`config.mk`:
```
export PLATFORM = sky130hd
export DESIGN_NAME = dimm_layout_descriptor_regs
export DESIGN_NICKNAME = d
export VERILOG_FILES = /design/src/dimm_layout_descriptor_regs.v /design/src/layout_slot.v
export VERILOG_INCLUDE_DIRS = /design/src
export SDC_FILE = /design/constraint.sdc
export NUM_CORES = 1
export LEC_CHECK = 0
export ABC_AREA = 1
export BUFFER_PORTS_ARGS = -buffer_cell sky130_fd_sc_hd__buf_2
export CORE_MARGIN = 2
export CORE_UTILIZATION = 48
export CTS_CLUSTER_DIAMETER = 40
export CTS_CLUSTER_SIZE = 12
export DETAILED_ROUTE_END_ITERATION = 10
export GPL_TIMING_DRIVEN = 0
export PLACE_DENSITY = 0.8
export SYNTH_ARGS = -nofsm -noshare
export SYNTH_HDL_FRONTEND = slang
export SYNTH_SLANG_ARGS = --single-unit
```
`constraint.sdc`:
```
create_clock -name clk -period 5.35 [get_ports clk]
set_input_delay 1.07 -clock clk [delete_from_list [all_inputs] [get_ports clk]]
set_output_delay 1.07 -clock clk [all_outputs]
set_load 0.01 [all_outputs]
```
`src/layout_defines.vh`:
```
`ifndef LAYOUT_DEFINES_VH
`define LAYOUT_DEFINES_VH

// Register indices; the addr port carries the index itself, not a byte address
`define ADDR_W             8
`define IDX_CH0_SLOT0      8'h00
`define IDX_CH0_SLOT1      8'h01
`define IDX_CH0_SLOT2      8'h02
`define IDX_CH1_SLOT0      8'h03
`define IDX_CH1_SLOT1      8'h04
`define IDX_CH1_SLOT2      8'h05
`define NUM_DESC           6
`define SLOTS_PER_CH       3

// Descriptor field layout
`define DESC_W             13
`define F_RANK_HI          12
`define F_RANK_LO          10
`define F_POP              9
`define F_BANK_HI          8
`define F_BANK_LO          7
`define F_RCNT_HI          6
`define F_RCNT_LO          5
`define F_ROW_HI           4
`define F_ROW_LO           2
`define F_COL_HI           1
`define F_COL_LO           0

`define DESC_RESET         13'h0000
`define UNMAPPED_DATA      32'h00000000
`define VEC9_RESET         9'h000
`define VEC6_RESET         6'h00
`define VEC3_RESET         3'h0

// Reserved code checks
`define BANK_RSVD          2'h3
`define RCNT_RSVD          2'h3
`define ROW_MAX            3'h4
`define COL_RSVD           2'h3

`endif

```
`src/dimm_layout_descriptor_regs.v`:
```
// How it works
// - bits 12:10 hold the first logical rank of the slot.
// - bit 9 set means the slot is populated.
// - bits 8:7 bank count: 00 four, 01 eight, 10 sixteen.
// - bits 6:5 rank count: 00 single, 01 double, 10 quad.
// - bits 4:2 row count: codes 000..100 give 2^12..2^16 rows.
// - bits 1:0 column count: 2^10, 2^11, 2^12; code 11 reserved.
//
// Local design decisions: the strobed register port and the address map.
`include "layout_defines.vh"

module dimm_layout_descriptor_regs (
    // Clock and reset
    input  wire                 clk,
    input  wire                 nrst,
    // Register port
    input  wire [`ADDR_W-1:0]   addr,
    input  wire [31:0]          wdata,
    input  wire                 wr,
    input  wire                 rd,
    output reg  [31:0]          rdata,
    // Channel 0 fields to the address decoder
    output reg  [8:0]           ch0_first_rank_index,
    output reg  [2:0]           ch0_slot_populated,
    output reg  [5:0]           ch0_bank_count_code,
    output reg  [5:0]           ch0_rank_count_code,
    output reg  [8:0]           ch0_row_count_code,
    output reg  [5:0]           ch0_column_count_code,
    // Channel 1 fields to the address decoder
    output reg  [8:0]           ch1_first_rank_index,
    output reg  [2:0]           ch1_slot_populated,
    output reg  [5:0]           ch1_bank_count_code,
    output reg  [5:0]           ch1_rank_count_code,
    output reg  [8:0]           ch1_row_count_code,
    output reg  [5:0]           ch1_column_count_code,
    // Set while any populated slot holds a reserved code
    output reg                  layout_code_error
);

    reg                 rst_meta;
    reg                 rst_sync;
    wire                rst_n;
    wire [`DESC_W-1:0]  desc [0:5];
    reg  [5:0]          sel;
    reg  [31:0]         next_rdata;
    reg                 next_error;
    wire [8:0]          next_ch0_first_rank_index;
    wire [2:0]          next_ch0_slot_populated;
    wire [5:0]          next_ch0_bank_count_code;
    wire [5:0]          next_ch0_rank_count_code;
    wire [8:0]          next_ch0_row_count_code;
    wire [5:0]          next_ch0_column_count_code;
    wire [8:0]          next_ch1_first_rank_index;
    wire [2:0]          next_ch1_slot_populated;
    wire [5:0]          next_ch1_bank_count_code;
    wire [5:0]          next_ch1_rank_count_code;
    wire [8:0]          next_ch1_row_count_code;
    wire [5:0]          next_ch1_column_count_code;
    integer             i;
    integer             j;

    // Asynchronous assert, synchronous release
    always @(posedge clk or negedge nrst) begin
        if (!nrst) begin
            rst_meta <= 1'b0;
            rst_sync <= 1'b0;
        end else begin
            rst_meta <= 1'b1;
            rst_sync <= rst_meta;
        end
    end
    assign rst_n = rst_sync;

    // Address decode, one select per descriptor
    always @* begin
        sel = 6'h00;
        case (addr)
            `IDX_CH0_SLOT0: sel = 6'h01;
            `IDX_CH0_SLOT1: sel = 6'h02;
            `IDX_CH0_SLOT2: sel = 6'h04;
            `IDX_CH1_SLOT0: sel = 6'h08;
            `IDX_CH1_SLOT1: sel = 6'h10;
            `IDX_CH1_SLOT2: sel = 6'h20;
            default:        sel = 6'h00;
        endcase
    end

    genvar g;
    generate
        for (g = 0; g < 6; g = g + 1) begin : slot
            layout_slot u_slot (
                .clk     (clk),
                .rst_n   (rst_n),
                .wr_en   (wr & sel[g]),
                .wr_data (wdata[`DESC_W-1:0]),
                .desc    (desc[g])
            );
        end
    endgenerate

    // Read mux; upper bits and unmapped addresses read zero
    always @* begin
        next_rdata = `UNMAPPED_DATA;
        for (i = 0; i < `NUM_DESC; i = i + 1) begin
            if (sel[i]) begin
                next_rdata = {{(32-`DESC_W){1'b0}}, desc[i]};
            end
        end
    end

    // Reserved-code watch; the decoder result is undefined for these
    always @* begin
        next_error = 1'b0;
        for (j = 0; j < `NUM_DESC; j = j + 1) begin
            if (desc[j][`F_POP] &&
                ((desc[j][`F_BANK_HI:`F_BANK_LO] == `BANK_RSVD) ||
                 (desc[j][`F_RCNT_HI:`F_RCNT_LO] == `RCNT_RSVD) ||
                 (desc[j][`F_ROW_HI:`F_ROW_LO] > `ROW_MAX) ||
                 (desc[j][`F_COL_HI:`F_COL_LO] == `COL_RSVD))) begin
                next_error = 1'b1;
            end
        end
    end

    always @(posedge clk or negedge rst_n) begin
        if (!rst_n) begin
            rdata <= `UNMAPPED_DATA;
        end else begin
            rdata <= rd ? next_rdata : `UNMAPPED_DATA;
        end
    end

    // Level flag, follows the stored codes with one cycle of delay
    always @(posedge clk or negedge rst_n) begin
        if (!rst_n) begin
            layout_code_error <= 1'b0;
        end else begin
            layout_code_error <= next_error;
        end
    end

    // Field vectors gathered per slot, slot s at its own slice
    generate
        for (g = 0; g < `SLOTS_PER_CH; g = g + 1) begin : field
            assign next_ch0_first_rank_index[3*g +: 3] =
                desc[g][`F_RANK_HI:`F_RANK_LO];
            assign next_ch1_first_rank_index[3*g +: 3] =
                desc[g+`SLOTS_PER_CH][`F_RANK_HI:`F_RANK_LO];
            assign next_ch0_slot_populated[g] =
                desc[g][`F_POP];
            assign next_ch1_slot_populated[g] =
                desc[g+`SLOTS_PER_CH][`F_POP];
            assign next_ch0_bank_count_code[2*g +: 2] =
                desc[g][`F_BANK_HI:`F_BANK_LO];
            assign next_ch1_bank_count_code[2*g +: 2] =
                desc[g+`SLOTS_PER_CH][`F_BANK_HI:`F_BANK_LO];
            assign next_ch0_rank_count_code[2*g +: 2] =
                desc[g][`F_RCNT_HI:`F_RCNT_LO];
            assign next_ch1_rank_count_code[2*g +: 2] =
                desc[g+`SLOTS_PER_CH][`F_RCNT_HI:`F_RCNT_LO];
            assign next_ch0_row_count_code[3*g +: 3] =
                desc[g][`F_ROW_HI:`F_ROW_LO];
            assign next_ch1_row_count_code[3*g +: 3] =
                desc[g+`SLOTS_PER_CH][`F_ROW_HI:`F_ROW_LO];
            assign next_ch0_column_count_code[2*g +: 2] =
                desc[g][`F_COL_HI:`F_COL_LO];
            assign next_ch1_column_count_code[2*g +: 2] =
                desc[g+`SLOTS_PER_CH][`F_COL_HI:`F_COL_LO];
        end
    endgenerate

    // Channel 0 outputs; registered so the decoder sees no mux glitches
    always @(posedge clk or negedge rst_n) begin
        if (!rst_n) begin
            ch0_first_rank_index  <= `VEC9_RESET;
            ch0_slot_populated    <= `VEC3_RESET;
            ch0_bank_count_code   <= `VEC6_RESET;
            ch0_rank_count_code   <= `VEC6_RESET;
            ch0_row_count_code    <= `VEC9_RESET;
            ch0_column_count_code <= `VEC6_RESET;
        end else begin
            ch0_first_rank_index  <= next_ch0_first_rank_index;
            ch0_slot_populated    <= next_ch0_slot_populated;
            ch0_bank_count_code   <= next_ch0_bank_count_code;
            ch0_rank_count_code   <= next_ch0_rank_count_code;
            ch0_row_count_code    <= next_ch0_row_count_code;
            ch0_column_count_code <= next_ch0_column_count_code;
        end
    end

    // Channel 1 outputs, same one-cycle lag as channel 0
    always @(posedge clk or negedge rst_n) begin
        if (!rst_n) begin
            ch1_first_rank_index  <= `VEC9_RESET;
            ch1_slot_populated    <= `VEC3_RESET;
            ch1_bank_count_code   <= `VEC6_RESET;
            ch1_rank_count_code   <= `VEC6_RESET;
            ch1_row_count_code    <= `VEC9_RESET;
            ch1_column_count_code <= `VEC6_RESET;
        end else begin
            ch1_first_rank_index  <= next_ch1_first_rank_index;
            ch1_slot_populated    <= next_ch1_slot_populated;
            ch1_bank_count_code   <= next_ch1_bank_count_code;
            ch1_rank_count_code   <= next_ch1_rank_count_code;
            ch1_row_count_code    <= next_ch1_row_count_code;
            ch1_column_count_code <= next_ch1_column_count_code;
        end
    end

endmodule // dimm_layout_descriptor_regs

```
`src/layout_slot.v`:
```
`include "layout_defines.vh"

module layout_slot (
    // Clock and reset
    input  wire                 clk,
    input  wire                 rst_n,
    // Write access
    input  wire                 wr_en,
    input  wire [`DESC_W-1:0]   wr_data,
    // Stored descriptor
    output reg  [`DESC_W-1:0]   desc
);

    always @(posedge clk or negedge rst_n) begin
        if (!rst_n) begin
            desc <= `DESC_RESET;
        end else if (wr_en) begin
            desc <= wr_data;
        end
    end

endmodule // layout_slot

```
* Yosys cells after proc, flatten, opt, wreduce, memory -nomap -nowiden
Index checks and enable logic that the tools add are counted.
** Word-level totals
- Flip-flop bits (word level) :: 191
- Bits of input ports :: 44
- Output and inout bits :: 111
- Word-level logic and storage cells :: 96
** Cells by class
- Magnitude comparators :: 6
- Eq/ne operators :: 23
- Muxes and demuxes :: 14
- Bitwise operators :: 6
- Reductions and logical operators :: 25
** Operator list (count)
- $mux W32 :: 6
- $eq A2 B2 Y1 const B :: 18
- $pmux W6 S6 :: 1
- $gt A3 B3 Y1 const B :: 6
- $logic_or A1 B1 Y1 :: 18
- $eq A8 B2 Y1 const B :: 2
- $eq A8 B3 Y1 const B :: 2
- $mux W13 :: 1
- $eq A8 B1 Y1 const B :: 1
- $logic_not A8 Y1 :: 1
- $and A1 B1 Y1 :: 6
- $logic_and A1 B1 Y1 :: 6
- $mux W1 :: 6

* Logic depth before layout (Yosys ltp)
Gate-level depths: netlist of run 1.
- Word-level depth :: 11
- Gate-level depth with buffers :: 10

* Hierarchy
From an unflattened synthesis of run 1, not the netlist that was laid out.
** Second synthesis, totals
- Cells, all modules :: 677
- Area total of the unflattened synthesis :: 6567.5 um^2
** Modules (own cells, without submodules)
- dimm_layout_descriptor_regs :: times used 1, cells an instance 347, area each 3602.2 um^2, seq. area each 2352.3 um^2
- layout_slot :: times used 6, cells an instance 55, area each 494.2 um^2, seq. area each 325.3 um^2

* Least setup slack after synthesis of run 1
OpenSTA, ideal clock, no wires.
- Path kind :: input -> register
- From :: in addr[5]
- To :: reg slot[5].u_slot.desc[10]
- Setup time :: 121 ps
- Arrival :: 1941 ps
- Slack :: 3288 ps
- Cell stages on the path :: 7
- Path through :: nor2_1 nand2_2 nor3_4 nand2_2 clkbuf_8 nand2_1 o21ai_2
** On the way
- Cells in the longest elaborated chain, start to end :: 3
- Elaborated cells on any way between the ends :: 8
** Ends and longest elaborated chain
- start, declared :: RTL line dimm_layout_descriptor_regs.v:17 : input wire [`ADDR_W-1:0] addr,
- $eq A8 B3 Y1, or another cell as far along :: RTL line dimm_layout_descriptor_regs.v:77 : case (addr)
- $pmux W6 S6 (*) :: RTL line dimm_layout_descriptor_regs.v:77
- $and A1 B1 Y1 (*) :: RTL line dimm_layout_descriptor_regs.v:94 : .wr_en (wr & sel[g]),
- end signal, assigned :: RTL line layout_slot.v:16 : desc <= `DESC_RESET;
- end signal, assigned :: RTL line layout_slot.v:18 : desc <= wr_data;
- end, declared :: RTL line layout_slot.v:11 : output reg [`DESC_W-1:0] desc
Every way passes the cells marked *; elsewhere a longest branch is shown, timed or not.
A chain may end at the register's enable or synchronous reset.

* Worst setup path after layout of run 1
- From :: in addr[5]
- To :: reg rdata[7]
** On the way
- Cells in the longest elaborated chain, start to end :: 9
- Elaborated cells on any way between the ends :: 14
** Ends and longest elaborated chain
- $eq A8 B3 Y1, or another cell as far along :: RTL line dimm_layout_descriptor_regs.v:77
- $pmux W6 S6 (*) :: RTL line dimm_layout_descriptor_regs.v:77
- $mux W13 :: RTL line dimm_layout_descriptor_regs.v:105 : if (sel[i]) begin
- $mux W32 (4 in series) :: RTL line dimm_layout_descriptor_regs.v:105
- $mux W32 (*) :: RTL line dimm_layout_descriptor_regs.v:105
- $mux W32 (no source line) (*)
- end signal, assigned :: RTL line dimm_layout_descriptor_regs.v:127 : rdata <= `UNMAPPED_DATA;
- end signal, assigned :: RTL line dimm_layout_descriptor_regs.v:129 : rdata <= rd ? next_rdata : `UNMAPPED_DATA;
- end, declared :: RTL line dimm_layout_descriptor_regs.v:21 : output reg [31:0] rdata,
Marks and branches as above.

==> results of run 1 <==
[per-stage QoR]
stage	TNS [ns]	power [uW]	setup slack, ns
2_1_floorplan	0	1500	0.202
3_3_place_gp	-218.43	1570	-1.29
3_5_place_dp	0	1580	2.90
4_1_cts	0	2700	3.28
5_1_grt	0	2790	3.16
6_report	0	2680	3.28
[kinds of logic after synthesis]
group	after synthesis	synth area share, %
buffers and inverters	69	6.47
and+or+nand+nor	244	16.7
DFF	172	67.2
AOI/OAI and AO/OA	109	9.50
other	2	0.117
[cells in the final DEF (no fill, tap or decap), types with 3 or more instances in the layout]
cell type | synthesis | final
sky130_fd_sc_hd__o21ai_1 | 17 | 17
sky130_fd_sc_hd__a21oi_1 | 6 | 6
sky130_fd_sc_hd__conb_1 | 2 | 20
sky130_fd_sc_hd__nand4_1 | 12 | 12
sky130_fd_sc_hd__clkbuf_16 | 0 | 17
sky130_fd_sc_hd__inv_2 | 3 | 3
sky130_fd_sc_hd__o21ai_0 | 68 | 68
sky130_fd_sc_hd__inv_1 | 24 | 24
sky130_fd_sc_hd__nand2_2 | 6 | 6
sky130_fd_sc_hd__buf_4 | 20 | 20
sky130_fd_sc_hd__dfrtp_1 | 172 | 171
sky130_fd_sc_hd__clkbuf_1 | 2 | 5
sky130_fd_sc_hd__o21ai_2 | 14 | 14
sky130_fd_sc_hd__nand3_1 | 39 | 39
sky130_fd_sc_hd__nor2_1 | 28 | 28
sky130_fd_sc_hd__clkinv_2 | 0 | 5
sky130_fd_sc_hd__nand2_1 | 150 | 150
sky130_fd_sc_hd__clkbuf_8 | 2 | 4
sky130_fd_sc_hd__o21a_1 | 3 | 3
sky130_fd_sc_hd__buf_6 | 6 | 6
sky130_fd_sc_hd__buf_2 | 11 | 126
[sequential cells by signal, summed over array words and instances, names as in the netlist, 9 cells and up]
signal                cells
ch1_row_count_code        9
ch1_first_rank_index      9
ch0_row_count_code        9
rdata                    13
ch0_first_rank_index      9
slot.u_slot.desc         78
[final timing paths]
kind	start	endpoint	slack [ns]
setup / recovery	addr[5]	rdata[7]$_DFF_PN0_	3.28
hold / removal	rst_meta$_DFF_PN0_	rst_n$_DFF_PN0_	0.35
setup reg to reg	slot[5].u_slot.desc[3]$_DFFE_PN0P_	layout_code_error$_DFF_PN0_	4.04
hold reg to reg	rst_meta$_DFF_PN0_	rst_n$_DFF_PN0_	0.35
max in group asynchronous	rst_n$_DFF_PN0_	ch1_column_count_code[0]$_DFF_PN0_	4.12
min in group asynchronous	nrst	rst_n$_DFF_PN0_	0.41
[area by class of cell]
cell class / count / area, um2
inverters: 27 / 101
fillers: 1083 / 5290
plain buffers: 42 / 313
clock buffers: 22 / 464
well taps: 176 / 220
multi-input cells: 373 / 1750
clock inverters: 8 / 70.1
repair buffers: 117 / 623
flip-flops and latches: 172 / 4310
[where the power goes]
| part | internal [uW] | leakage [uW] | switching (uW) |
|---|---|---|---|
| registers | 1360 | 0.00237 | 50.7 |
| clock network | 654 | 0.000261 | 472 |
| logic | 56.3 | 0.00162 | 91.0 |
| total | 2070 | 0.00425 | 614 |
[metal layers]
layer  routed length, um  vias up  part of all wire, %
li1                    -     2219                    -
met1                6310     2320                   41
met2                7400      227                   49
met3                1110       39                  7.3
met4                 403        0                  2.6
met5                   0        -                    0
[worst max-delay path, cell delays in order]
cell	delay, ns
sky130_fd_sc_hd__buf_2	0.10
sky130_fd_sc_hd__nor2_1	0.12
sky130_fd_sc_hd__nand2_2	0.16
sky130_fd_sc_hd__inv_2	0.19
sky130_fd_sc_hd__buf_2	0.24
sky130_fd_sc_hd__nand3_1	0.11
sky130_fd_sc_hd__nand4_1	0.19
sky130_fd_sc_hd__nor2_1	0.08
sky130_fd_sc_hd__nor2_1	0.15
==> impl_metrics.py, run 1 <==
metrics = {
    "status": {
        "run_status": "completed",
    },
    "synthesis": {
        "synth_enable_flop_cells": 0,
        "synth_sequential_area_ratio_pct": 67.2,
        "fraction_of_post_synthesis_cell_area_in_the_top_cell_type_by_area_pct": 67.2,
        "ys_ff_latch": 172,
        "yosys_warnings": 0,
        "post_synth_num_cell_types": 27,
        "number_of_instances_in_the_synthesized_netlist": 596,
        "yosysMostFrequentCell": "sky130_fd_sc_hd__dfrtp_1",
        "synthesis.area_um2": 6400,
        "yosys-top-cells-area": "sky130_fd_sc_hd__dfrtp_1 67%, sky130_fd_sc_hd__nand2_1 8.8%, sky130_fd_sc_hd__o21ai_0 5.3%, sky130_fd_sc_hd__nand3_1 3.0%, sky130_fd_sc_hd__buf_4 2.3%",
        "ys.flop_type": "sky130_fd_sc_hd__dfrtp_1",
        "synth.avg_cell_area_um2": 10.7,
        "synth_top_cells_by_count": "172 x sky130_fd_sc_hd__dfrtp_1, 150 x sky130_fd_sc_hd__nand2_1, 68 x sky130_fd_sc_hd__o21ai_0",
        "netlist.top_cell.by_area": "sky130_fd_sc_hd__dfrtp_1",
        "proportion_of_register_bits_with_asynchronous_set_or_reset_after_synthesis_pct": 100,
    },
    "critical_path": {
        "critPathArrivalTime_ns": 2.41,
        "cp_max_fo": 10,
        "setup.worst_path.class": "input port to register",
        "r2r.worst_path.cells": 5,
        "timing.critical_path.required_ns": 5.69,
        "worst_setup_path_end_kind": "register",
        "setup.worst_path.start_class": "input port",
    },
    "clock_tree": {
        "numClockSinks": 172,
        "cts_setup_buffers": 0,
        "ctsHtreeMaxLevel": 4,
        "clock_latency_ns": 0.43,
        "cts_max_path_bufs": 2,
        "number_of_buffers_created_by_cts": 17,
        "cts_hold_buf": 0,
        "buffer_cell_driving_the_clock_tree_root": "sky130_fd_sc_hd__clkbuf_16",
        "cts_repair_resize_count": 0,
        "clk_pin_slew_worst_paths_ns": 0.06,
        "clock_tree_from_tritoncts": "yes",
    },
    "floorplanning": {
        "placeableCoreArea_um2": 13100,
        "rows": 42,
        "die_w_um": 119,
        "fp.dieArea_um2": 14300,
        "die_height_um": 119,
        "floorplan.io_pins": 155,
        "initial_core_util_pct": 48.7,
    },
    "global_route": {
        "first_global_vias": 4591,
        "grtUsageMet2_pct": 36.4,
        "grt_antenna_before_repair": 0,
        "grt_remaining_overflow": 0,
        "m1_gr_usage_pct": 30.1,
        "grt_first_pass_wirelength_mm": 24.3,
        "met3_usage_pct": 5.04,
        "busiest_layer": "met2",
        "grt_max_degree": 67,
        "overall_global_routing_usage_pct": 22.8,
    },
    "sta": {
        "report.final.slew_viol_count": 0,
        "finalSetupViolations": 0,
        "fin_crit_sh_pct": 38.8,
        "grt_setup_unrepaired": "no",
        "worst_hold_slack_ns": 0.353,
        "timing_worst_slew_pin_value_ns": 0.878,
        "fin_worst_skew_ns": 0.00661,
        "post-route-min-period_ns": 2.07,
        "final_hold_viol_count": 0,
        "maxClockFrequency_mhz": 482,
        "timing.slew.headroom_pct": 41.4,
    },
    "worst_hold_path": {
        "timing.hold.worst_path_depth": 0,
        "hold_class": "register to register",
    },
    "placement": {
        "port_buffers": 115,
        "place_area_um2": 7320,
        "placed_cells": 907,
        "place_hpwl_mm": 10.9,
        "gp_congestion": 0.946,
    },
    "routing": {
        "ant_nets": 0,
        "detailroute.via_count": 4805,
        "route.detailed.drc": 0,
        "route.detailed.wl_per_inst_um": 16.3,
        "initial_drt_pass_iterations": 5,
        "drt-initial-drc-count": 512,
        "avgViaCountPerCell": 5.13,
        "detail_route.wirelength_mm": 15.2,
    },
    "layout": {
        "final_util_pct": 59.8,
        "layout.cells.non_filler": 937,
        "layout.nets": 794,
        "layout.cell_area.non_filler_um2": 7850,
        "drive_above_1_share_pct": 28.4,
        "syn_to_final_growth_pct": 22.6,
        "antenna-diode-count": 0,
    },
    "power": {
        "power-per-cell-area_nw_per_um2": 342,
        "vdd_drop_max_mv": 0.226,
        "leakagePower_uw": 0.00425,
    },
    "run": {
        "max-cap-violations": 0,
    },
}
(Power assumes the default switching activity.)
==> run 2: changes to the inputs <==
- ABC_AREA: 1 -> 0
- clock period: 5.35 -> 1.9 ns (I/O delays scaled with it)
==> run 2 against run 1 <==
- non-clock buffer count down 3
- sequential share of layout area up 0.86 points
- critical path depth down 2
- wire length down 3.4%
- via count down 16%
==> impl_metrics.py, run 2 <==
metrics = {
    "critical_path": {
        "crit_chain": "buf_2 -> nor4_4 -> and3b_2 -> and3_1 -> buf_4 -> buf_6 -> mux2_2",
        "worst_setup_path_end_kind": "register",
        "setup.worst_path.class": "input port to register",
        "timing.critical_path.required_ns": 2.20,
        "setup.worst_path.start_class": "input port",
        "critical_path.top_delay_family": "simple AND/OR/NAND/NOR gates",
        "critPathArrivalTime_ns": 2.03,
        "critical_path.max_stage_delay_ns": 0.35,
        "cp_max_fo": 10,
        "cp_num_buf_inv": 3,
        "slowest_stage": "sky130_fd_sc_hd__mux2_2",
        "setup.reg_to_reg.worst_slack_ns": 0.23,
    },
    "floorplanning": {
        "placeableCoreArea_um2": 12700,
        "initial_core_util_pct": 49.4,
        "floorplan.io_pins": 155,
        "die_height_um": 118,
        "die_w_um": 118,
        "fp.dieArea_um2": 14000,
        "rows": 41,
    },
    "synthesis": {
        "yosysMostFrequentCell": "sky130_fd_sc_hd__dfrtp_1",
        "number_of_instances_in_the_synthesized_netlist": 423,
        "netlist.top_cell.by_area": "sky130_fd_sc_hd__dfrtp_1",
        "synthesis.area_um2": 6290,
        "yosys-top-cells-area": "sky130_fd_sc_hd__dfrtp_1 68%, sky130_fd_sc_hd__mux2_2 14%, sky130_fd_sc_hd__buf_4 2.9%, sky130_fd_sc_hd__mux2i_1 2.1%, sky130_fd_sc_hd__o211ai_1 1.9%",
        "fraction_of_post_synthesis_cell_area_in_the_top_cell_type_by_area_pct": 68.5,
        "synth_top_cells_by_count": "172 x sky130_fd_sc_hd__dfrtp_1, 76 x sky130_fd_sc_hd__mux2_2, 24 x sky130_fd_sc_hd__buf_4",
        "post_synth_num_cell_types": 30,
        "yosys_warnings": 0,
        "proportion_of_register_bits_with_asynchronous_set_or_reset_after_synthesis_pct": 100,
        "synth_sequential_area_ratio_pct": 68.5,
        "ys.flop_type": "sky130_fd_sc_hd__dfrtp_1",
        "ys_ff_latch": 172,
        "synth.avg_cell_area_um2": 14.9,
        "synth_enable_flop_cells": 0,
    },
    "sta": {
        "fin_crit_sh_pct": 91.2,
        "fin_tns_setup_ns": 0,
        "worst_hold_slack_ns": 0.269,
        "finalWorstSetupSlack_ns": 0.167,
        "maxClockFrequency_mhz": 577,
        "report.final.slew_viol_count": 0,
        "grt_setup_unrepaired": "no",
        "timing.slew.headroom_pct": 52.9,
        "fin_worst_skew_ns": 0.00625,
        "final_hold_viol_count": 0,
        "timing_worst_slew_pin_value_ns": 0.706,
        "finalSetupViolations": 0,
        "post-route-min-period_ns": 1.73,
    },
    "power": {
        "vdd_drop_max_mv": 0.771,
        "leakagePower_uw": 0.00421,
        "power-per-cell-area_nw_per_um2": 964,
    },
    "placement": {
        "place_ws_ns": -0.248,
        "placed_cells": 731,
        "gp_congestion": 0.851,
        "place_hpwl_mm": 10.3,
        "port_buffers": 116,
    },
    "layout": {
        "multi_input_comb_area_um2": 1800,
        "final_util_pct": 60.8,
        "drive_above_1_share_pct": 43.4,
        "seqCellArea_um2": 4310,
        "most_common_cell_after_layout_fill_and_taps_aside": "sky130_fd_sc_hd__dfrtp_1",
        "layout.cells.non_filler": 764,
        "registers.top_by_ff_count": "slot.u_slot.desc",
        "most-common-layout-cells": "171 x sky130_fd_sc_hd__dfrtp_1, 118 x sky130_fd_sc_hd__buf_2, 76 x sky130_fd_sc_hd__mux2_2, 24 x sky130_fd_sc_hd__buf_4",
        "layout.nets": 623,
        "top_regs": "slot.u_slot.desc: 78 flops, rdata: 13 flops",
        "flip_flop_count_of_the_largest_register_all_copies_and_words_added": 78,
        "number_of_inserted_filler_cells_in_the_final_layout": 995,
        "antenna-diode-count": 0,
        "syn_to_final_growth_pct": 23.0,
    },
    "routing": {
        "route.detailed.wl_per_inst_um": 19.3,
        "initial_drt_pass_iterations": 6,
        "avgViaCountPerCell": 5.27,
        "route.detailed.drc": 0,
        "ant_nets": 0,
        "drt-initial-drc-count": 244,
        "detail_route.wirelength_mm": 14.7,
        "detailroute.via_count": 4027,
    },
    "clock_tree": {
        "cts_max_path_bufs": 2,
        "clk_pin_slew_worst_paths_ns": 0.06,
        "ctsHtreeMaxLevel": 4,
        "clock_tree_from_tritoncts": "yes",
        "cts_setup_buffers": 0,
        "clock_latency_ns": 0.42,
        "numClockSinks": 172,
        "buffer_cell_driving_the_clock_tree_root": "sky130_fd_sc_hd__clkbuf_16",
        "number_of_buffers_created_by_cts": 17,
    },
    "global_route": {
        "grt_antenna_before_repair": 0,
        "grt_max_degree": 63,
        "first_global_vias": 4301,
        "overall_global_routing_usage_pct": 22.4,
        "grt_remaining_overflow": 0,
        "grt_first_pass_wirelength_mm": 23.7,
    },
    "status": {
        "run_status": "completed",
    },
    "run": {
        "max-cap-violations": 0,
    },
    "worst_hold_path": {
        "hold_class": "input port to async pin",
    },
}
-- run 2: cell count changes after synthesis, moves of 14 or more --
cell,previous run,this run
sky130_fd_sc_hd__mux2_2,0,76
sky130_fd_sc_hd__o21ai_1,17,0
sky130_fd_sc_hd__o211ai_1,1,16
sky130_fd_sc_hd__nand3_1,39,3
sky130_fd_sc_hd__nand2_1,150,20
sky130_fd_sc_hd__o21ai_2,14,0
sky130_fd_sc_hd__o21ai_0,68,16
sky130_fd_sc_hd__inv_1,24,0
-- run 2: worst reg2reg max path: cells and delay by family (launching register included) --
kind | cells | cell delay (ns)
simple gates | 2 | 0.31
compound gates | 2 | 0.80
flops | 1 | 0.41
-- run 2: timing repair --
| action | CTS | global route |
|---|---|---|
| hold endpoints to repair | 2 | 0 |
| resized for setup | 0 | 0 |
| hold buffers | 1 | 0 |
-- run 2: power breakdown --
part | switching [uW] | leakage (uW) | internal [uW]
Clock | 1350 | 0.000239 | 1660
Combinational | 271 | 0.00160 | 212
Sequential | 138 | 0.00237 | 3820
-- run 2: area by class of cell --
type | instances | area share [%]
well taps | 172 | 2.78
clock inverters | 11 | 0.923
plain buffers | 37 | 3.29
flip-flops and latches | 172 | 55.7
clock buffers | 21 | 5.70
repair buffers | 119 | 8.35
multi-input cells | 232 | 23.2
-- run 2: path summary, 6_finish.rpt --
| check | start | end | depth (start not counted) |
|---|---|---|---|
| max | addr[7] | slot[5].u_slot.desc[6]$_DFFE_PN0P_ | 7 |
| min | nrst | rst_n$_DFF_PN0_ | 2 |
| max reg2reg | slot[4].u_slot.desc[7]$_DFFE_PN0P_ | layout_code_error$_DFF_PN0_ | 4 |
| min reg2reg | rst_n$_DFF_PN0_ | slot[1].u_slot.desc[11]$_DFFE_PN0P_ | 0 |
| max in group asynchronous | rst_n$_DFF_PN0_ | slot[5].u_slot.desc[5]$_DFFE_PN0P_ | 2 |
| min in group clk | wdata[10] | slot[1].u_slot.desc[10]$_DFFE_PN0P_ | 2 |
-- run 2: cells by family after synthesis --
| group | after synthesis | synth area share (%) |
|---|---|---|
| flip-flops | 172 | 68.5 |
| multiplexers | 91 | 16.0 |
| other | 2 | 0.119 |
| AND/OR/NAND/NOR | 66 | 5.47 |
| AO/OA/AOI/OAI | 55 | 5.85 |
| buffers and inverters | 37 | 4.04 |
-- run 2: per-layer routing --
metal | part of all wire, % | vias to the layer above | GRT usage [%]
li1 | - | 1778 | -
met1 | 40 | 2048 | 28.3
met2 | 51 | 177 | 37.6
met3 | 6.9 | 24 | 5.41
met4 | 1.8 | 0 | 8.33
met5 | 0 | - | 0
-- run 2: stage by stage --
stage | total power [uW] | area, um2
finish | 7450 | 7730
global route | 7720 | 7730
CTS | 7490 | 7730
detailed placement | 4510 | 7210
global placement | 4460 | 7150
floorplan | 4260 | 6360
==> run 3: changes to the inputs <==
- CORE_MARGIN: 2 -> default
- CORE_UTILIZATION: 48 -> 53
- CTS_CLUSTER_DIAMETER: 40 -> default
- PLACE_DENSITY: 0.8 -> 0.83
- clock period: 1.9 -> 1.7 ns (I/O delays scaled with it)
==> run 3 against run 2 <==
- cell area is 1.1% higher
- largest power group unchanged
- highest routed layer unchanged
- register-to-register slack worse by 0.14 ns
- largest cell class unchanged
- combinational power is 11% higher
- cell count is 3.5% lower
==> impl_metrics.py, run 3 (synthesis results as in run 2) <==
metrics = {
    "clock_tree": {
        "clk_pin_slew_worst_paths_ns": 0.06,
        "number_of_buffers_created_by_cts": 17,
        "numClockSinks": 172,
        "buffer_cell_driving_the_clock_tree_root": "sky130_fd_sc_hd__clkbuf_16",
        "cts_max_path_bufs": 2,
        "clock_tree_from_tritoncts": "yes",
        "clock_latency_ns": 0.42,
        "ctsHtreeMaxLevel": 4,
    },
    "routing": {
        "ant_nets": 0,
        "route.detailed.wl_per_inst_um": 19.4,
        "met1Wirelength_mm": 5.78,
        "avgViaCountPerCell": 5.46,
        "route.detailed.drc": 0,
        "initial_drt_pass_iterations": 5,
        "highest_layer": "met4",
        "detailroute.via_count": 4024,
        "wl_met3_um": 960,
        "drt-initial-drc-count": 186,
        "met2_wirelength_mm": 7.17,
        "detail_route.wirelength_mm": 14.3,
    },
    "power": {
        "power-per-cell-area_nw_per_um2": 1150,
        "leakagePower_uw": 0.00428,
        "overall_power_of_the_completed_layout_uw": 8960,
        "vdd_drop_max_mv": 1.00,
    },
    "layout": {
        "most_common_cell_after_layout_fill_and_taps_aside": "sky130_fd_sc_hd__dfrtp_1",
        "registers.top_by_ff_count": "slot.u_slot.desc",
        "most-common-layout-cells": "171 x sky130_fd_sc_hd__dfrtp_1, 118 x sky130_fd_sc_hd__buf_2, 76 x sky130_fd_sc_hd__mux2_2, 27 x sky130_fd_sc_hd__buf_4",
        "flip_flop_count_of_the_largest_register_all_copies_and_words_added": 78,
        "drive_above_1_share_pct": 43.6,
        "top_regs": "slot.u_slot.desc: 78 flops, rdata: 13 flops",
        "syn_to_final_growth_pct": 24.3,
        "layout.nets": 626,
        "antenna-diode-count": 0,
        "layout.cells.non_filler": 737,
        "final_util_pct": 68.2,
    },
    "critical_path": {
        "worst_setup_path_end_kind": "register",
        "critical_path.max_stage_delay_ns": 0.36,
        "worst-path-stages": 7,
        "slowest_stage": "sky130_fd_sc_hd__mux2_2",
        "critPathArrivalTime_ns": 1.93,
        "crit_chain": "buf_2 -> nor4_4 -> and3b_2 -> and3_1 -> buf_4 -> buf_6 -> mux2_2",
        "cp_max_fo": 10,
        "setup.worst_path.class": "input port to register",
        "timing.critical_path.required_ns": 2.00,
        "cp_num_buf_inv": 3,
        "critical_path.top_delay_family": "simple AND/OR/NAND/NOR gates",
        "r2r.worst_path.cells": 4,
        "setup.worst_path.start_class": "input port",
    },
    "sta": {
        "post-route-min-period_ns": 1.63,
        "fin_worst_skew_ns": 0.00545,
        "finalSetupViolations": 0,
        "report.final.slew_viol_count": 0,
        "timing_worst_slew_pin_value_ns": 0.745,
        "final_hold_viol_count": 0,
        "maxClockFrequency_mhz": 614,
        "fin_tns_setup_ns": 0,
        "timing.slew.headroom_pct": 50.4,
        "grt_setup_unrepaired": "no",
        "fin_crit_sh_pct": 95.8,
        "worst_hold_slack_ns": 0.222,
    },
    "floorplanning": {
        "die_w_um": 111,
        "floorplan.io_pins": 155,
        "rows": 39,
        "die_height_um": 111,
        "initial_core_util_pct": 54.8,
        "placeableCoreArea_um2": 11500,
        "fp.dieArea_um2": 12300,
    },
    "global_route": {
        "grt_remaining_overflow": 0,
        "first_global_vias": 4238,
        "grt_max_degree": 75,
        "overall_global_routing_usage_pct": 24.6,
        "grt_first_pass_wirelength_mm": 22.4,
        "grt_antenna_before_repair": 0,
    },
    "worst_hold_path": {
        "timing.hold.worst_path_depth": 2,
        "hold_class": "input port to register",
    },
    "status": {
        "run_status": "completed",
    },
    "placement": {
        "gp_congestion": 0.866,
        "placed_cells": 702,
        "port_buffers": 116,
        "place_hpwl_mm": 9.70,
    },
    "run": {
        "max-cap-violations": 0,
    },
}
run 3: changes by cell type in the layout (fill, tap and decap cells not counted):
cell                         before  now
sky130_fd_sc_hd__bufinv_16        0    4
sky130_fd_sc_hd__clkinvlp_4       5    1
sky130_fd_sc_hd__buf_4           24   27
sky130_fd_sc_hd__clkinv_2         5    2
sky130_fd_sc_hd__clkbuf_8         0    2
sky130_fd_sc_hd__clkbuf_2         0    1
sky130_fd_sc_hd__inv_6            1    0
run 3: layer usage:
| metal | GRT usage [%] | vias to the layer above |
|---|---|---|
| met2 | 39.3 | 172 |
| met4 | 13.0 | 0 |
| met3 | 6.12 | 38 |
| met1 | 31.3 | 2030 |
| li1 | - | 1784 |
| met5 | 0 | - |
run 3: where the power goes:
part / switching (uW) / internal (uW)
registers: 150 / 4270
logic: 298 / 238
clock network: 1470 / 2520
run 3: final timing paths:
| check | from | to | slack [ns] |
|---|---|---|---|
| max | addr[7] | slot[5].u_slot.desc[10]$_DFFE_PN0P_ | 0.07 |
| min | wdata[2] | slot[1].u_slot.desc[2]$_DFFE_PN0P_ | 0.22 |
| max reg2reg | slot[4].u_slot.desc[7]$_DFFE_PN0P_ | layout_code_error$_DFF_PN0_ | 0.09 |
| min reg2reg | rst_n$_DFF_PN0_ | rdata[2]$_DFF_PN0_ | 0.35 |
| max in group asynchronous | rst_n$_DFF_PN0_ | ch1_slot_populated[1]$_DFF_PN0_ | 0.60 |
| min in group asynchronous | nrst | rst_n$_DFF_PN0_ | 0.23 |
run 3: cell type report:
class / instances / area, um2
Buffer: 37 / 255
Clock buffer: 24 / 472
Clock inverter: 7 / 138
Fill cell: 791 / 3650
Multi-Input combinational cell: 232 / 1800
Sequential cell: 172 / 4310
Tap cell: 143 / 179
Timing Repair Buffer: 122 / 668
run 3: timing repair:
| action | 4_1_cts | 5_1_grt |
|---|---|---|
| resized for setup | 0 | 2 |
| endpoints found under the hold margin | 2 | 0 |
| setup buffers | 2 | 1 |
| cloned | 0 | 0 |
| setup endpoints to repair | 1 | 16 |
| hold buffers | 1 | 0 |
| pin swaps | 1 | 1 |
run 3: stage by stage:
stage               cell area [um2]  setup slack (ns)
floorplan                      6360           -0.0766
global placement               7120            -0.490
detailed placement             7170            -0.431
CTS                            7810            0.0614
global route                   7820          0.000801
finish                         7820            0.0719
